### src/logic/ssfl_pkg.sv
// shared constants and types of the serial slave frame link
package ssfl_pkg;
   localparam int CLK_HZ = 50_000_000;
   localparam int CLK_NS = 20;
   localparam int US_NS = 1000;
   localparam int US_CYC = US_NS / CLK_NS;
   localparam int STARTUP_CYC = 8;
   localparam int FRAME_LEN = 9;
   localparam int MODE_IDX = 2;
   localparam logic [3:0] ADDR_SEL_PARAM = 4'hf;
   localparam logic [7:0] NACK_MODE = 8'hff;
   // register byte offsets
   localparam logic [7:0] OFS_CTRL = 8'h00;
   localparam logic [7:0] OFS_T1 = 8'h04;
   localparam logic [7:0] OFS_T2 = 8'h08;
   localparam logic [7:0] OFS_T3 = 8'h0c;
   localparam logic [7:0] OFS_STAT = 8'h10;
   localparam logic [7:0] OFS_RXW0 = 8'h14;
   localparam logic [7:0] OFS_RXW1 = 8'h18;
   localparam logic [7:0] OFS_RXW2 = 8'h1c;
   localparam logic [7:0] OFS_TXD = 8'h20;
   // reset values
   localparam logic [15:0] CTRL_RST = 16'h0000;
   localparam logic [15:0] T1_RST = 16'h0000;
   localparam logic [15:0] T2_RST = 16'h0000;
   localparam logic [15:0] T3_RST = 16'h0000;
   // ctrl fields
   localparam int CTRL_GRP_EN = 0;
   localparam int CTRL_GRP_MST = 1;
   localparam int CTRL_GRP_LSB = 8;

   typedef struct packed {
      logic rsvd;
      logic sender;
      logic bcast;
      logic [4:0] addr;
   } ssfl_hdr_t;

   typedef enum logic [1:0] {
      ST_HUNT = 2'b00,
      ST_COLLECT = 2'b01,
      ST_DELAY = 2'b11,
      ST_SEND = 2'b10
   } ssfl_state_t;

   // cycles per bit for the eight selectable rates
   function automatic logic [12:0] baud_div(input logic [2:0] idx);
      case (idx)
         3'h0: baud_div = 13'(CLK_HZ / 9600);
         3'h1: baud_div = 13'(CLK_HZ / 19200);
         3'h2: baud_div = 13'(CLK_HZ / 38400);
         3'h3: baud_div = 13'(CLK_HZ / 57600);
         3'h4: baud_div = 13'(CLK_HZ / 115200);
         3'h5: baud_div = 13'(CLK_HZ / 250000);
         3'h6: baud_div = 13'(CLK_HZ / 312500);
         default: baud_div = 13'(CLK_HZ / 625000);
      endcase
   endfunction
endpackage

### src/logic/ssfl_link.sv
// slave frame link: switch capture, frame receive, reply, timers, ahb-lite registers
// Notes on behaviour
// - 8 data bits, 1 stop, no parity
// - eight rates from 9600 to 625000 bps
// - rate index from three switches, MSB third
// - every frame is exactly nine bytes
// - rotary 0..E is address, F uses parameter
// - protocol enabled by fourth function switch
// - switches sampled only after reset
// - axis parameter applied only after reset
// - one reply per addressed frame
// - broadcast acted on, never answered
// - group frame answered by group master only
// - alarm when no frame within receive period
// - any good check byte restarts period
// - response interval before reply starts
// - frame monitor expiry drops partial frame
// - header: reserved, sender, broadcast, address
// - rejected frame answers mode FFh
//
// Our own choices: the address map and the AHB-Lite slave port.
`timescale 1ns/1ns
`default_nettype none
module ssfl_link (
   // clock and reset
   input wire logic mclk_i,
   input wire logic reset_i,
   // ahb-lite slave
   input wire logic hsel_i,
   input wire logic [31:0] haddr_i,
   input wire logic [1:0] htrans_i,
   input wire logic hwrite_i,
   input wire logic [2:0] hsize_i,
   input wire logic [31:0] hwdata_i,
   input wire logic hready_i,
   output logic [31:0] hrdata_o,
   output logic hreadyout_o,
   output logic hresp_o,
   // serial line
   input wire logic rxd_i,
   output logic txd_o,
   output logic tx_en_o,
   // selectors and stored axis number
   input wire logic [3:0] address_rotary_selector_i,
   input wire logic [3:0] function_selector_bank_i,
   input wire logic [4:0] axis_param_i,
   // events
   output logic frame_valid_o,
   output logic comm_alarm_o
);
   import ssfl_pkg::*;

   ////////////////////////////////////////////////////////////////////////////
   logic [2:0] rxd_sync_reg;
   logic rxd_reg, rxd_next;
   logic [3:0] sa1_reg, sa2_reg, sa3_reg, sf1_reg, sf2_reg, sf3_reg;
   logic [3:0] cnt_up_reg, cnt_up_next;
   logic cfg_done_reg, cfg_done_next;
   logic [4:0] my_addr_reg, my_addr_next;
   logic [2:0] baud_reg, baud_next;
   logic proto_en_reg, proto_en_next;
   logic [12:0] div;

   always_comb begin
      rxd_next = (rxd_sync_reg[1] == rxd_sync_reg[2]) ? rxd_sync_reg[2] : rxd_reg;
      cnt_up_next = cnt_up_reg;
      cfg_done_next = cfg_done_reg;
      my_addr_next = my_addr_reg;
      baud_next = baud_reg;
      proto_en_next = proto_en_reg;
      if (!cfg_done_reg && sa2_reg == sa3_reg && sf2_reg == sf3_reg) begin
         cnt_up_next = cnt_up_reg + 4'h1;
         if (cnt_up_reg == 4'(STARTUP_CYC)) begin
            // captured once; later switch or parameter changes wait for reset
            cfg_done_next = 1'b1;
            my_addr_next = (sa3_reg == ADDR_SEL_PARAM) ? axis_param_i
                                                        : {1'b0, sa3_reg};
            baud_next = sf3_reg[2:0];
            proto_en_next = sf3_reg[3];
         end
      end else if (!cfg_done_reg) begin
         // a bouncing selector restarts the stability count
         cnt_up_next = 4'h0;
      end
   end

   always_ff @(posedge mclk_i or posedge reset_i) begin
      if (reset_i) begin
         rxd_sync_reg <= 3'h7;
         rxd_reg <= 1'b1;
         sa1_reg <= 4'h0;
         sa2_reg <= 4'h0;
         sa3_reg <= 4'h0;
         sf1_reg <= 4'h0;
         sf2_reg <= 4'h0;
         sf3_reg <= 4'h0;
         cnt_up_reg <= 4'h0;
         cfg_done_reg <= 1'b0;
         my_addr_reg <= 5'h00;
         baud_reg <= 3'h0;
         proto_en_reg <= 1'b0;
      end else begin
         rxd_sync_reg <= {rxd_sync_reg[1:0], rxd_i};
         rxd_reg <= rxd_next;
         sa1_reg <= address_rotary_selector_i;
         sa2_reg <= sa1_reg;
         sa3_reg <= sa2_reg;
         sf1_reg <= function_selector_bank_i;
         sf2_reg <= sf1_reg;
         sf3_reg <= sf2_reg;
         cnt_up_reg <= cnt_up_next;
         cfg_done_reg <= cfg_done_next;
         my_addr_reg <= my_addr_next;
         baud_reg <= baud_next;
         proto_en_reg <= proto_en_next;
      end
   end

   assign div = baud_div(baud_reg);

   ////////////////////////////////////////////////////////////////////////////
   logic [7:0] rx_byte, tx_byte;
   logic rx_valid, tx_valid, tx_ready;

   ssfl_uart_rx u_rx (
      .mclk_i(mclk_i),
      .reset_i(reset_i),
      .line_i(rxd_reg),
      .div_i(div),
      .byte_o(rx_byte),
      .valid_o(rx_valid)
   );

   ssfl_uart_tx u_tx (
      .mclk_i(mclk_i),
      .reset_i(reset_i),
      .div_i(div),
      .data_i(tx_byte),
      .valid_i(tx_valid),
      .ready_o(tx_ready),
      .txd_o(txd_o)
   );

   ////////////////////////////////////////////////////////////////////////////
   logic [15:0] ctrl_reg, ctrl_next, t1_reg, t1_next, t2_reg, t2_next, t3_reg, t3_next;
   logic [31:0] txd_reg, txd_next, rdata_reg, rdata_next;
   logic wr_pend_reg, wr_pend_next;
   logic [7:0] wa_reg, wa_next;
   logic alarm_reg, alarm_next, alarm_set;
   logic [7:0] buf_reg [0:FRAME_LEN-1];
   logic [7:0] buf_next [0:FRAME_LEN-1];
   logic [7:0] rbuf_reg [0:FRAME_LEN-1];
   logic [7:0] rbuf_next [0:FRAME_LEN-1];
   logic take;

   assign take = hsel_i && hready_i && htrans_i[1];

   always_comb begin
      ctrl_next = ctrl_reg;
      t1_next = t1_reg;
      t2_next = t2_reg;
      t3_next = t3_reg;
      txd_next = txd_reg;
      wr_pend_next = take && hwrite_i;
      wa_next = take ? haddr_i[7:0] : wa_reg;
      rdata_next = rdata_reg;
      alarm_next = alarm_reg;
      if (wr_pend_reg) begin
         case (wa_reg)
            OFS_CTRL: ctrl_next = hwdata_i[15:0];
            OFS_T1: t1_next = hwdata_i[15:0];
            OFS_T2: t2_next = hwdata_i[15:0];
            OFS_T3: t3_next = hwdata_i[15:0];
            OFS_TXD: txd_next = hwdata_i;
            OFS_STAT: alarm_next = alarm_reg && !hwdata_i[0];
            default: ;
         endcase
      end
      if (alarm_set) begin
         alarm_next = 1'b1; // set wins over clear
      end
      if (take && !hwrite_i) begin
         case (haddr_i[7:0])
            OFS_CTRL: rdata_next = {16'h0000, ctrl_reg};
            OFS_T1: rdata_next = {16'h0000, t1_reg};
            OFS_T2: rdata_next = {16'h0000, t2_reg};
            OFS_T3: rdata_next = {16'h0000, t3_reg};
            OFS_STAT: rdata_next = {16'h0000, 3'h0, my_addr_reg, 1'b0, baud_reg,
                                    1'b0, cfg_done_reg, proto_en_reg, alarm_reg};
            OFS_RXW0: rdata_next = {rbuf_reg[3], rbuf_reg[2], rbuf_reg[1], rbuf_reg[0]};
            OFS_RXW1: rdata_next = {rbuf_reg[7], rbuf_reg[6], rbuf_reg[5], rbuf_reg[4]};
            OFS_RXW2: rdata_next = {24'h000000, rbuf_reg[8]};
            OFS_TXD: rdata_next = txd_reg;
            default: rdata_next = 32'h00000000;
         endcase
      end
   end

   always_ff @(posedge mclk_i or posedge reset_i) begin
      if (reset_i) begin
         ctrl_reg <= CTRL_RST;
         t1_reg <= T1_RST;
         t2_reg <= T2_RST;
         t3_reg <= T3_RST;
         txd_reg <= 32'h00000000;
         wr_pend_reg <= 1'b0;
         wa_reg <= 8'h00;
         rdata_reg <= 32'h00000000;
         alarm_reg <= 1'b0;
      end else begin
         ctrl_reg <= ctrl_next;
         t1_reg <= t1_next;
         t2_reg <= t2_next;
         t3_reg <= t3_next;
         txd_reg <= txd_next;
         wr_pend_reg <= wr_pend_next;
         wa_reg <= wa_next;
         rdata_reg <= rdata_next;
         alarm_reg <= alarm_next;
      end
   end

   assign hrdata_o = rdata_reg;
   assign hreadyout_o = 1'b1;
   assign hresp_o = 1'b0;
   assign comm_alarm_o = alarm_reg;

   ////////////////////////////////////////////////////////////////////////////
   ssfl_state_t state_reg, state_next;
   logic [3:0] idx_reg, idx_next;
   logic [7:0] bcc_reg, bcc_next;
   logic [5:0] us_reg, us_next;
   logic tick;
   logic [15:0] p1_reg, p1_next, tm_reg, tm_next;
   logic fv_reg, fv_next, good, nack, want_reply, grp_hit;
   ssfl_hdr_t hdr, rx_hdr;

   assign tick = (us_reg == 6'(US_CYC - 1));
   assign hdr = ssfl_hdr_t'(buf_reg[0]);
   assign rx_hdr = ssfl_hdr_t'(rx_byte);
   assign good = (state_reg == ST_COLLECT) && rx_valid && (idx_reg == 4'(FRAME_LEN - 1))
                 && (bcc_reg == rx_byte);
   assign nack = buf_reg[1][7];
   assign grp_hit = ctrl_reg[CTRL_GRP_EN] && hdr.addr == ctrl_reg[CTRL_GRP_LSB +: 5];
   // broadcast acts silently; group answers only from its master
   assign want_reply = !hdr.bcast && ((hdr.addr == my_addr_reg) ||
                       (grp_hit && ctrl_reg[CTRL_GRP_MST]));
   assign alarm_set = tick && (t1_reg != 16'h0000) && (p1_reg == t1_reg - 16'h0001);
   assign tx_valid = (state_reg == ST_SEND) && (idx_reg < 4'(FRAME_LEN));

   always_comb begin
      case (idx_reg)
         4'h0: tx_byte = {1'b0, 1'b0, 1'b0, my_addr_reg};
         4'h2: tx_byte = nack ? NACK_MODE : buf_reg[MODE_IDX];
         4'h4: tx_byte = txd_reg[7:0];
         4'h5: tx_byte = txd_reg[15:8];
         4'h6: tx_byte = txd_reg[23:16];
         4'h7: tx_byte = txd_reg[31:24];
         4'h8: tx_byte = bcc_reg;
         default: tx_byte = buf_reg[idx_reg];
      endcase
   end

   always_comb begin
      state_next = state_reg;
      idx_next = idx_reg;
      bcc_next = bcc_reg;
      us_next = tick ? 6'h00 : us_reg + 6'h01;
      tm_next = tick ? tm_reg + 16'h0001 : tm_reg;
      p1_next = (tick && p1_reg != t1_reg) ? p1_reg + 16'h0001 : p1_reg;
      fv_next = 1'b0;
      buf_next = buf_reg;
      rbuf_next = rbuf_reg;
      if (good) begin
         p1_next = 16'h0000;
      end
      case (state_reg)
         ST_HUNT: begin
            if (cfg_done_reg && proto_en_reg && rx_valid && !rx_hdr.rsvd
                && rx_hdr.sender) begin
               state_next = ST_COLLECT;
               buf_next[0] = rx_byte;
               bcc_next = rx_byte;
               idx_next = 4'h1;
               tm_next = 16'h0000;
            end
         end
         ST_COLLECT: begin
            if (rx_valid) begin
               buf_next[idx_reg] = rx_byte;
               bcc_next = bcc_reg ^ rx_byte;
               idx_next = idx_reg + 4'h1;
               if (idx_reg == 4'(FRAME_LEN - 1)) begin
                  state_next = ST_HUNT;
                  if (good && (hdr.bcast || grp_hit || hdr.addr == my_addr_reg)) begin
                     fv_next = 1'b1;
                     for (int i = 0; i < FRAME_LEN - 1; i++) begin
                        rbuf_next[i] = buf_reg[i];
                     end
                     rbuf_next[FRAME_LEN - 1] = rx_byte;
                     if (want_reply) begin
                        state_next = ST_DELAY;
                        tm_next = 16'h0000;
                        us_next = 6'h00;
                     end
                  end
               end
            end else if (t3_reg != 16'h0000 && tm_reg >= t3_reg) begin
               state_next = ST_HUNT;
            end
         end
         ST_DELAY: begin
            if (tm_reg >= t2_reg) begin
               state_next = ST_SEND;
               idx_next = 4'h0;
               bcc_next = 8'h00;
            end
         end
         ST_SEND: begin
            if (tx_valid && tx_ready) begin
               idx_next = idx_reg + 4'h1;
               bcc_next = bcc_reg ^ tx_byte;
            end else if (idx_reg == 4'(FRAME_LEN) && tx_ready) begin
               state_next = ST_HUNT;
            end
         end
         default: state_next = ST_HUNT;
      endcase
   end

   always_ff @(posedge mclk_i or posedge reset_i) begin
      if (reset_i) begin
         state_reg <= ST_HUNT;
         idx_reg <= 4'h0;
         bcc_reg <= 8'h00;
         us_reg <= 6'h00;
         tm_reg <= 16'h0000;
         p1_reg <= 16'h0000;
         fv_reg <= 1'b0;
         for (int i = 0; i < FRAME_LEN; i++) begin
            buf_reg[i] <= 8'h00;
            rbuf_reg[i] <= 8'h00;
         end
      end else begin
         state_reg <= state_next;
         idx_reg <= idx_next;
         bcc_reg <= bcc_next;
         us_reg <= us_next;
         tm_reg <= tm_next;
         p1_reg <= p1_next;
         fv_reg <= fv_next;
         buf_reg <= buf_next;
         rbuf_reg <= rbuf_next;
      end
   end

   assign tx_en_o = (state_reg == ST_SEND);
   assign frame_valid_o = fv_reg;
endmodule
`default_nettype wire

### src/logic/ssfl_uart_rx.sv
// character receiver: start, 8 data bits lsb first, 1 stop bit, no parity
`timescale 1ns/1ns
`default_nettype none
module ssfl_uart_rx (
   // clock and reset
   input wire logic mclk_i,
   input wire logic reset_i,
   // line and rate
   input wire logic line_i,
   input wire logic [12:0] div_i,
   // received character
   output logic [7:0] byte_o,
   output logic valid_o
);
   logic busy_reg, busy_next, valid_reg, valid_next;
   logic [12:0] cnt_reg, cnt_next;
   logic [3:0] bit_reg, bit_next;
   logic [7:0] sh_reg, sh_next, byte_reg, byte_next;

   always_comb begin
      busy_next = busy_reg;
      cnt_next = cnt_reg;
      bit_next = bit_reg;
      sh_next = sh_reg;
      byte_next = byte_reg;
      valid_next = 1'b0;
      if (!busy_reg) begin
         if (!line_i) begin
            busy_next = 1'b1;
            cnt_next = div_i >> 1;
            bit_next = 4'h0;
         end
      end else if (cnt_reg != 13'h0000) begin
         cnt_next = cnt_reg - 13'h0001;
      end else begin
         cnt_next = div_i - 13'h0001;
         if (bit_reg == 4'h0) begin
            busy_next = !line_i;
            bit_next = 4'h1;
         end else if (bit_reg <= 4'h8) begin
            sh_next = {line_i, sh_reg[7:1]};
            bit_next = bit_reg + 4'h1;
         end else begin
            // a missing stop bit drops the character
            busy_next = 1'b0;
            if (line_i) begin
               valid_next = 1'b1;
               byte_next = sh_reg;
            end
         end
      end
   end

   always_ff @(posedge mclk_i or posedge reset_i) begin
      if (reset_i) begin
         busy_reg <= 1'b0;
         cnt_reg <= 13'h0000;
         bit_reg <= 4'h0;
         sh_reg <= 8'h00;
         byte_reg <= 8'h00;
         valid_reg <= 1'b0;
      end else begin
         busy_reg <= busy_next;
         cnt_reg <= cnt_next;
         bit_reg <= bit_next;
         sh_reg <= sh_next;
         byte_reg <= byte_next;
         valid_reg <= valid_next;
      end
   end

   assign byte_o = byte_reg;
   assign valid_o = valid_reg;
endmodule
`default_nettype wire

### src/logic/ssfl_uart_tx.sv
// character transmitter: start, 8 data bits lsb first, 1 stop bit
`timescale 1ns/1ns
`default_nettype none
module ssfl_uart_tx (
   // clock and reset
   input wire logic mclk_i,
   input wire logic reset_i,
   // rate and character
   input wire logic [12:0] div_i,
   input wire logic [7:0] data_i,
   input wire logic valid_i,
   output logic ready_o,
   // line
   output logic txd_o
);
   logic [9:0] sh_reg, sh_next;
   logic [3:0] bits_reg, bits_next;
   logic [12:0] cnt_reg, cnt_next;

   always_comb begin
      sh_next = sh_reg;
      bits_next = bits_reg;
      cnt_next = cnt_reg;
      if (bits_reg == 4'h0) begin
         if (valid_i) begin
            sh_next = {1'b1, data_i, 1'b0};
            bits_next = 4'ha;
            cnt_next = div_i - 13'h0001;
         end
      end else if (cnt_reg != 13'h0000) begin
         cnt_next = cnt_reg - 13'h0001;
      end else begin
         sh_next = {1'b1, sh_reg[9:1]};
         bits_next = bits_reg - 4'h1;
         cnt_next = div_i - 13'h0001;
      end
   end

   always_ff @(posedge mclk_i or posedge reset_i) begin
      if (reset_i) begin
         sh_reg <= 10'h3ff;
         bits_reg <= 4'h0;
         cnt_reg <= 13'h0000;
      end else begin
         sh_reg <= sh_next;
         bits_reg <= bits_next;
         cnt_reg <= cnt_next;
      end
   end

   assign ready_o = (bits_reg == 4'h0);
   assign txd_o = sh_reg[0];
endmodule
`default_nettype wire

### config.mk
export PLATFORM = sky130hd
export DESIGN_NAME = ssfl_link
export DESIGN_NICKNAME = d
export VERILOG_FILES = /design/src/logic/ssfl_pkg.sv /design/src/logic/ssfl_link.sv /design/src/logic/ssfl_uart_rx.sv /design/src/logic/ssfl_uart_tx.sv
export SDC_FILE = /design/constraint.sdc
export NUM_CORES = 1
export LEC_CHECK = 0
export BUFFER_PORTS_ARGS = -buffer_cell sky130_fd_sc_hd__buf_2
export CORE_MARGIN = 2
export CORE_UTILIZATION = 29
export CTS_BUF_LIST = sky130_fd_sc_hd__clkbuf_8
export CTS_CLUSTER_SIZE = 12
export DETAILED_ROUTE_END_ITERATION = 6
export HOLD_SLACK_MARGIN = 0.03
export RECOVER_POWER = 25
export SYNTH_ARGS = -nofsm -noshare
export SYNTH_HDL_FRONTEND = slang
export SYNTH_SLANG_ARGS = --single-unit
### constraint.sdc
create_clock -name mclk_i -period 17 [get_ports mclk_i]
set_clock_uncertainty 0.15 [all_clocks]
set_input_delay 3.4 -clock mclk_i [delete_from_list [all_inputs] [get_ports mclk_i]]
set_output_delay 3.4 -clock mclk_i [all_outputs]
set_load 0.02 [all_outputs]
# Yosys cells after proc, flatten, opt, wreduce, memory -nomap -nowiden
# Index checks and enable logic that the tools add are counted.
[op_classes]
bitwise_logic = 6
shift = 0
muxes = 84
n_reduce_logical = 66
n_lt_le_gt_ge = 6
div = 0
multipliers = 0
n_eq_ne = 54
add_sub_neg = 11
[ops]
columns = ["cell", "n"]
rows = [
  ["32-bit case mux with 9 select lines", 1],
  ["16-bit two-way mux", 8],
  ["13-bit case mux with 7 select lines", 1],
  ["13-bit two-way mux", 6],
  ["72-bit bitwise mux", 1],
  ["72-bit two-way mux", 1],
  ["8-bit two-way mux", 8],
  ["4-bit two-way mux", 14],
  ["8-bit case mux with 7 select lines", 1],
  ["8-bit by 5-bit == test with 1-bit output, second input constant", 5],
  ["13-bit by 1-bit subtractor with 13-bit output, second input constant", 3],
  ["6-bit two-way mux", 6],
  ["16-bit by 1-bit adder with 16-bit output, second input constant", 2],
  ["8-bit binary-select mux with 4-bit select", 1],
  ["8-bit demux with 4-bit select", 1],
  ["8-bit by 4-bit == test with 1-bit output, second input constant", 4],
  ["16-bit >= comparator", 2],
  ["16-bit case mux with 2 select lines", 1],
  ["8-bit case mux with 4 select lines", 1],
  ["16-bit nonzero test", 2],
  ["10-bit two-way mux", 3],
  ["1-bit logical AND", 26],
  ["13-bit nonzero test", 2],
  ["2-bit two-way mux", 9],
  ["49 further kinds", 118],
]
[totals]
mem_bits_ro = 0
mem_count = 0
out_inout_bits = 38
mem_bits_rw = 0
regBits = 439
elab_cells = 283
latchBits = 0

# Longest topological paths before layout
[logic_depth]
ltp_word = 10
depth_mapped = 13

# Modules after synthesis
# Synthesis repeated with hierarchy kept, for this count alone.
[hier_totals]
hier_cells = 2135
hier_area_um2 = 23053.4
[by_module_without_submodules]
columns = ["module", "seq_area_each_um2", "instances", "area_each_um2", "cells_per_inst"]
rows = [
  ["ssfl_link", 9439.1, 1, 19229.7, 1731],
  ["ssfl_uart_rx", 875.8, 1, 2150.8, 215],
  ["ssfl_uart_tx", 661.9, 1, 1672.9, 189],
]

# Worst setup path after synthesis
# No wires, ideal clock.
[synth_timing]
path_type = "input-to-reg"
start = "in haddr_i[4]"
end = "reg rdata_reg[2], in the netlist hrdata_o[2]"
path_slack_ps = 11737
t_arrival_ps = 4994
path_buffers = 3
required_time_ps = 16732
stages = 8
setup_ps = 118
path_cell_list = "clkbuf_1 -> buf_1 -> buf_1 -> mux2i_1 -> o22ai_1 -> nor2_1 -> a21oi_1 -> a21o_1"
[synth_via]
elab_chain_len = 2
[synth_rtl]
columns = ["element", "line", "source"]
rows = [
  ["from (decl)", "ssfl_link.sv:30", "input wire logic [31:0] haddr_i,"],
  ["8-bit by 6-bit == test with 1-bit output, or another cell as far along", "ssfl_link.sv:183", "case (haddr_i[7:0])"],
  ["32-bit case mux with 9 select lines *", "ssfl_link.sv:183", ""],
  ["to (signal assigned)", "ssfl_link.sv:218", "rdata_reg <= rdata_next;"],
  ["to (decl)", "ssfl_link.sv:146", "logic [31:0] txd_reg, txd_next, rdata_reg, rdata_next;"],
]
# Every way passes the cells marked *; elsewhere a longest branch is shown, timed or not.
# A chain may end at the register's enable or synchronous reset.

# Final worst setup path
[layout_timing]
start = "in haddr_i[2]"
end = "reg rdata_reg[3], in the netlist hrdata_o[3]"
# Same word-level chain as after synthesis.

==> results.sh <==
export IMPL_wl_mm=67.69
export IMPL_hold_viol=0
export IMPL_drc=0
export IMPL_fmax_mhz=169.1
export IMPL_worst_pin_slew_ns=2.950
export IMPL_cp_end_kind="flip-flop"
export IMPL_post_cts_buffers=0
export IMPL_core_rowCount=101
export IMPL_finalWorstSetupSlack_ns=11.09
export IMPL_cts_root_buf="clkbuf_8"
export IMPL_cp_start_kind="input pin"
export IMPL_grt_first_pass_wirelength_mm=105.1
export IMPL_first_pass_iters=5
export IMPL_synthMuxAreaShare=0.1551
export IMPL_cts_buffers=80
export IMPL_setup_tns_ns=0
export IMPL_die_area_sq_um=78880
export IMPL_viasPerCell=5.241
export IMPL_cts_clk_slew_worst_paths_ns=0.05
export IMPL_grt_max_degree=170
export IMPL_max_vdd_ir_drop_v=0.00004068
export IMPL_drt_initial_drc_count=1568
export IMPL_setup_violations=0
export IMPL_startpoint="haddr_i[2]"
export IMPL_fin_util=0.3321
export IMPL_stdcell_count=3236
export IMPL_ant_nets=0
export IMPL_synth_edf_count=0
export IMPL_layout_drive_gt1_share=0.2201
export IMPL_pwr_density_cell_nw_per_um2=85.80
export IMPL_cp_arrival_ns=6.33
export IMPL_leakage_nw=11.48
export IMPL_ys_seq_area_frac=0.4938
export IMPL_die_h_microns=280.9
export IMPL_synth_compound_area_share=0.1319
export IMPL_die_w_microns=280.9
export IMPL_wl_per_cell_microns=20.92
export IMPL_syn_num_nets=2199
export IMPL_synth_xor_area_frac=0.03152
export IMPL_r2r_slack_ns=11.48
export IMPL_crit_type="in -> reg"
export IMPL_drv_cap=3
export IMPL_areaGrowthSynthToFinish_pct=13.48
export IMPL_rr_startpoint="u_rx.cnt_reg[6]"
export IMPL_portBuffers=95
export IMPL_synth_flop_cell="dfrtp_1"
export IMPL_initial_core_util=0.2927
export IMPL_status="complete, but fails checks"
export IMPL_synth_fa_ha_area_frac=0.03085
export IMPL_tritoncts="yes"
export IMPL_min_from="sa1_reg[3]"
export IMPL_rsz0062_at_grt="no"
export IMPL_syn_cell_area_sq_um=22230
export IMPL_finalWeightedCongestion=0.9148
export IMPL_grt_overflow_total=0
export IMPL_largest_reg_flops=72
export IMPL_ios=126
export IMPL_path_max_fanout=22
export IMPL_reg2regPathDepth=6
export IMPL_yosysWarnings=0
export IMPL_relSlewSlack=-0.9941
export IMPL_hp_class="reg -> reg"
export IMPL_r2r_end="u_rx.byte_o[0]"
export IMPL_synth_cell_type_count=84
export IMPL_synth_simple_area_share=0.1236
export IMPL_post_cts_resized=0
export IMPL_cts_htree_levels=3
export IMPL_synthCells=2057
export IMPL_fin_nets=2287
export IMPL_dp_hpwl_mm=48.39
export IMPL_post_route_period_util=0.3478
export IMPL_period_needed_ns=5.913
export IMPL_insertion_delay_ns=0.66
export IMPL_syn_area_per_cell_sq_um=10.81
export IMPL_dpl_worst_slack_ns=10.53
export IMPL_antenna_found_initial=2
export IMPL_synth_seq_cells=438
export IMPL_clock_sinks=438
export IMPL_place_inst=3093
export IMPL_via_count=16961
export IMPL_worstPathRequired_ns=17.42
export IMPL_violations="max-capacitance violations, max-slew violations"
export IMPL_synth_top_family_by_area="multiplexers"
export IMPL_grt_pass1_vias=17327
export IMPL_hold_buffers=0
export IMPL_clock_path_buffers=3
export IMPL_report_final_slew_viol_count=81
export IMPL_async_flop_share=1.000
export IMPL_core_sq_um=75950
export IMPL_grt_usage=0.1724
export IMPL_crit_end="hrdata_o[3]"
metrics by stage:
stage          instance area [sq um]  total power, mW  hold WS [ns]
2_1_floorplan                  22230            1.169        0.1812
3_3_place_gp                   23760            1.212        0.1858
3_5_place_dp                   23760            1.215        0.1862
4_1_cts                        25300            2.197        0.1987
5_1_grt                        25220            2.258        0.2118
6_report                       25230            2.164        0.1965
power by group:
group          internal [mW]  switching, mW  total, mW
combinational         0.0356         0.0603     0.0959
sequential              1.07         0.0318       1.10
clock                  0.522          0.446      0.968
total                   1.63          0.538       2.16
synth_stat cells, types with 7 or more instances:
master / n / area share
o22ai_1: 16 / 0.0045
mux2_2: 250 / 0.13
ha_1: 54 / 0.030
o21a_1: 7 / 0.0024
mux2i_1: 61 / 0.027
o21ai_0: 135 / 0.030
clkbuf_1: 89 / 0.015
xnor2_1: 29 / 0.011
o31ai_1: 9 / 0.0030
nand3_1: 42 / 0.0095
o22a_1: 8 / 0.0032
a31oi_1: 17 / 0.0048
o211ai_1: 20 / 0.0068
inv_1: 76 / 0.013
xor2_1: 51 / 0.020
a21oi_1: 73 / 0.016
buf_1: 11 / 0.0019
a211oi_1: 19 / 0.0064
nand2b_1: 20 / 0.0056
a221oi_1: 10 / 0.0039
and3_1: 16 / 0.0045
nand3b_1: 9 / 0.0030
a21o_1: 22 / 0.0074
a222oi_1: 27 / 0.012
nand4_1: 22 / 0.0062
dfrtp_1: 425 / 0.48
nand2_1: 153 / 0.026
nor2b_1: 20 / 0.0056
a22oi_1: 20 / 0.0068
nor3_1: 39 / 0.0088
and4_1: 7 / 0.0028
buf_2: 9 / 0.0020
or4_1: 9 / 0.0030
nor2_1: 124 / 0.021
dfstp_2: 13 / 0.015
or3_1: 16 / 0.0045
nor4_1: 22 / 0.0062
cells in the final DEF (no fill, tap or decap), types with 7 or more instances in the layout:
master and instances:
dfrtp_1 425, mux2_2 250, nand2_1 153, o21ai_0 135, nor2_1 125, inv_1 106
clkbuf_8 95, a21oi_1 73, buf_2 69, mux2i_1 61, ha_1 54, xor2_1 51
nand3_1 42, nor3_1 39, xnor2_1 29, clkbuf_1 28, a222oi_1 27, nand4_1 23
nor4_1 22, a21o_1 22, o211ai_1 20, a22oi_1 20, nor2b_1 20, buf_4 20
nand2b_1 19, a211oi_1 19, a31oi_1 17, or3_1 16, o22ai_1 16, and3_1 16
dfstp_2 12, a221oi_1 10, or4_1 10, nand3b_1 9, o31ai_1 9, o22a_1 8
clkinv_2 8, o21a_1 7, and4_1 7
routing by layer:
metal  up-vias  global-route usage  share of wire
li1       7699                   -              -
met1      8576              0.2309           0.44
met2       579              0.2824           0.47
met3       105             0.02835          0.059
met4         2             0.05814          0.028
met5         -                   0        0.00019
kinds of logic after synthesis:
| logic type | Yosys count |
|---|---|
| compound gates | 443 |
| xor+xnor | 80 |
| fa+ha+maj | 55 |
| buf+inv | 189 |
| flops | 438 |
| mux | 312 |
| other cells | 2 |
| simple gates | 538 |
worst max-delay path, stage by stage:
cell and delay (ns):
buf_2 0.47, nor4b_2 0.87, and3_1 0.98, a221o_1 0.35, a21oi_1 0.10, o21ai_0 0.16
area by class of cell:
class | count | area, sq um
repair buffers | 118 | 620.6
clock buffers | 95 | 1308
multi-input cells | 1430 | 10490
well taps | 1030 | 1289
flip-flops and latches | 438 | 10980
inverters | 77 | 296.5
fillers | 7693 | 50720
diodes | 2 | 5.005
clock inverters | 46 | 237.7
worst min path at each step:
stage | to | slack (ns) | cells past startpoint
after floorplan | sa2_reg[0] | 0.18 | 0
after global placement | sa2_reg[2] | 0.19 | 0
after detailed placement | sa2_reg[3] | 0.19 | 0
after CTS | sa2_reg[3] | 0.20 | 0
after global routing | sf2_reg[0] | 0.21 | 0
final | sa2_reg[3] | 0.20 | 0
Power figures use the tool's default switching activity.
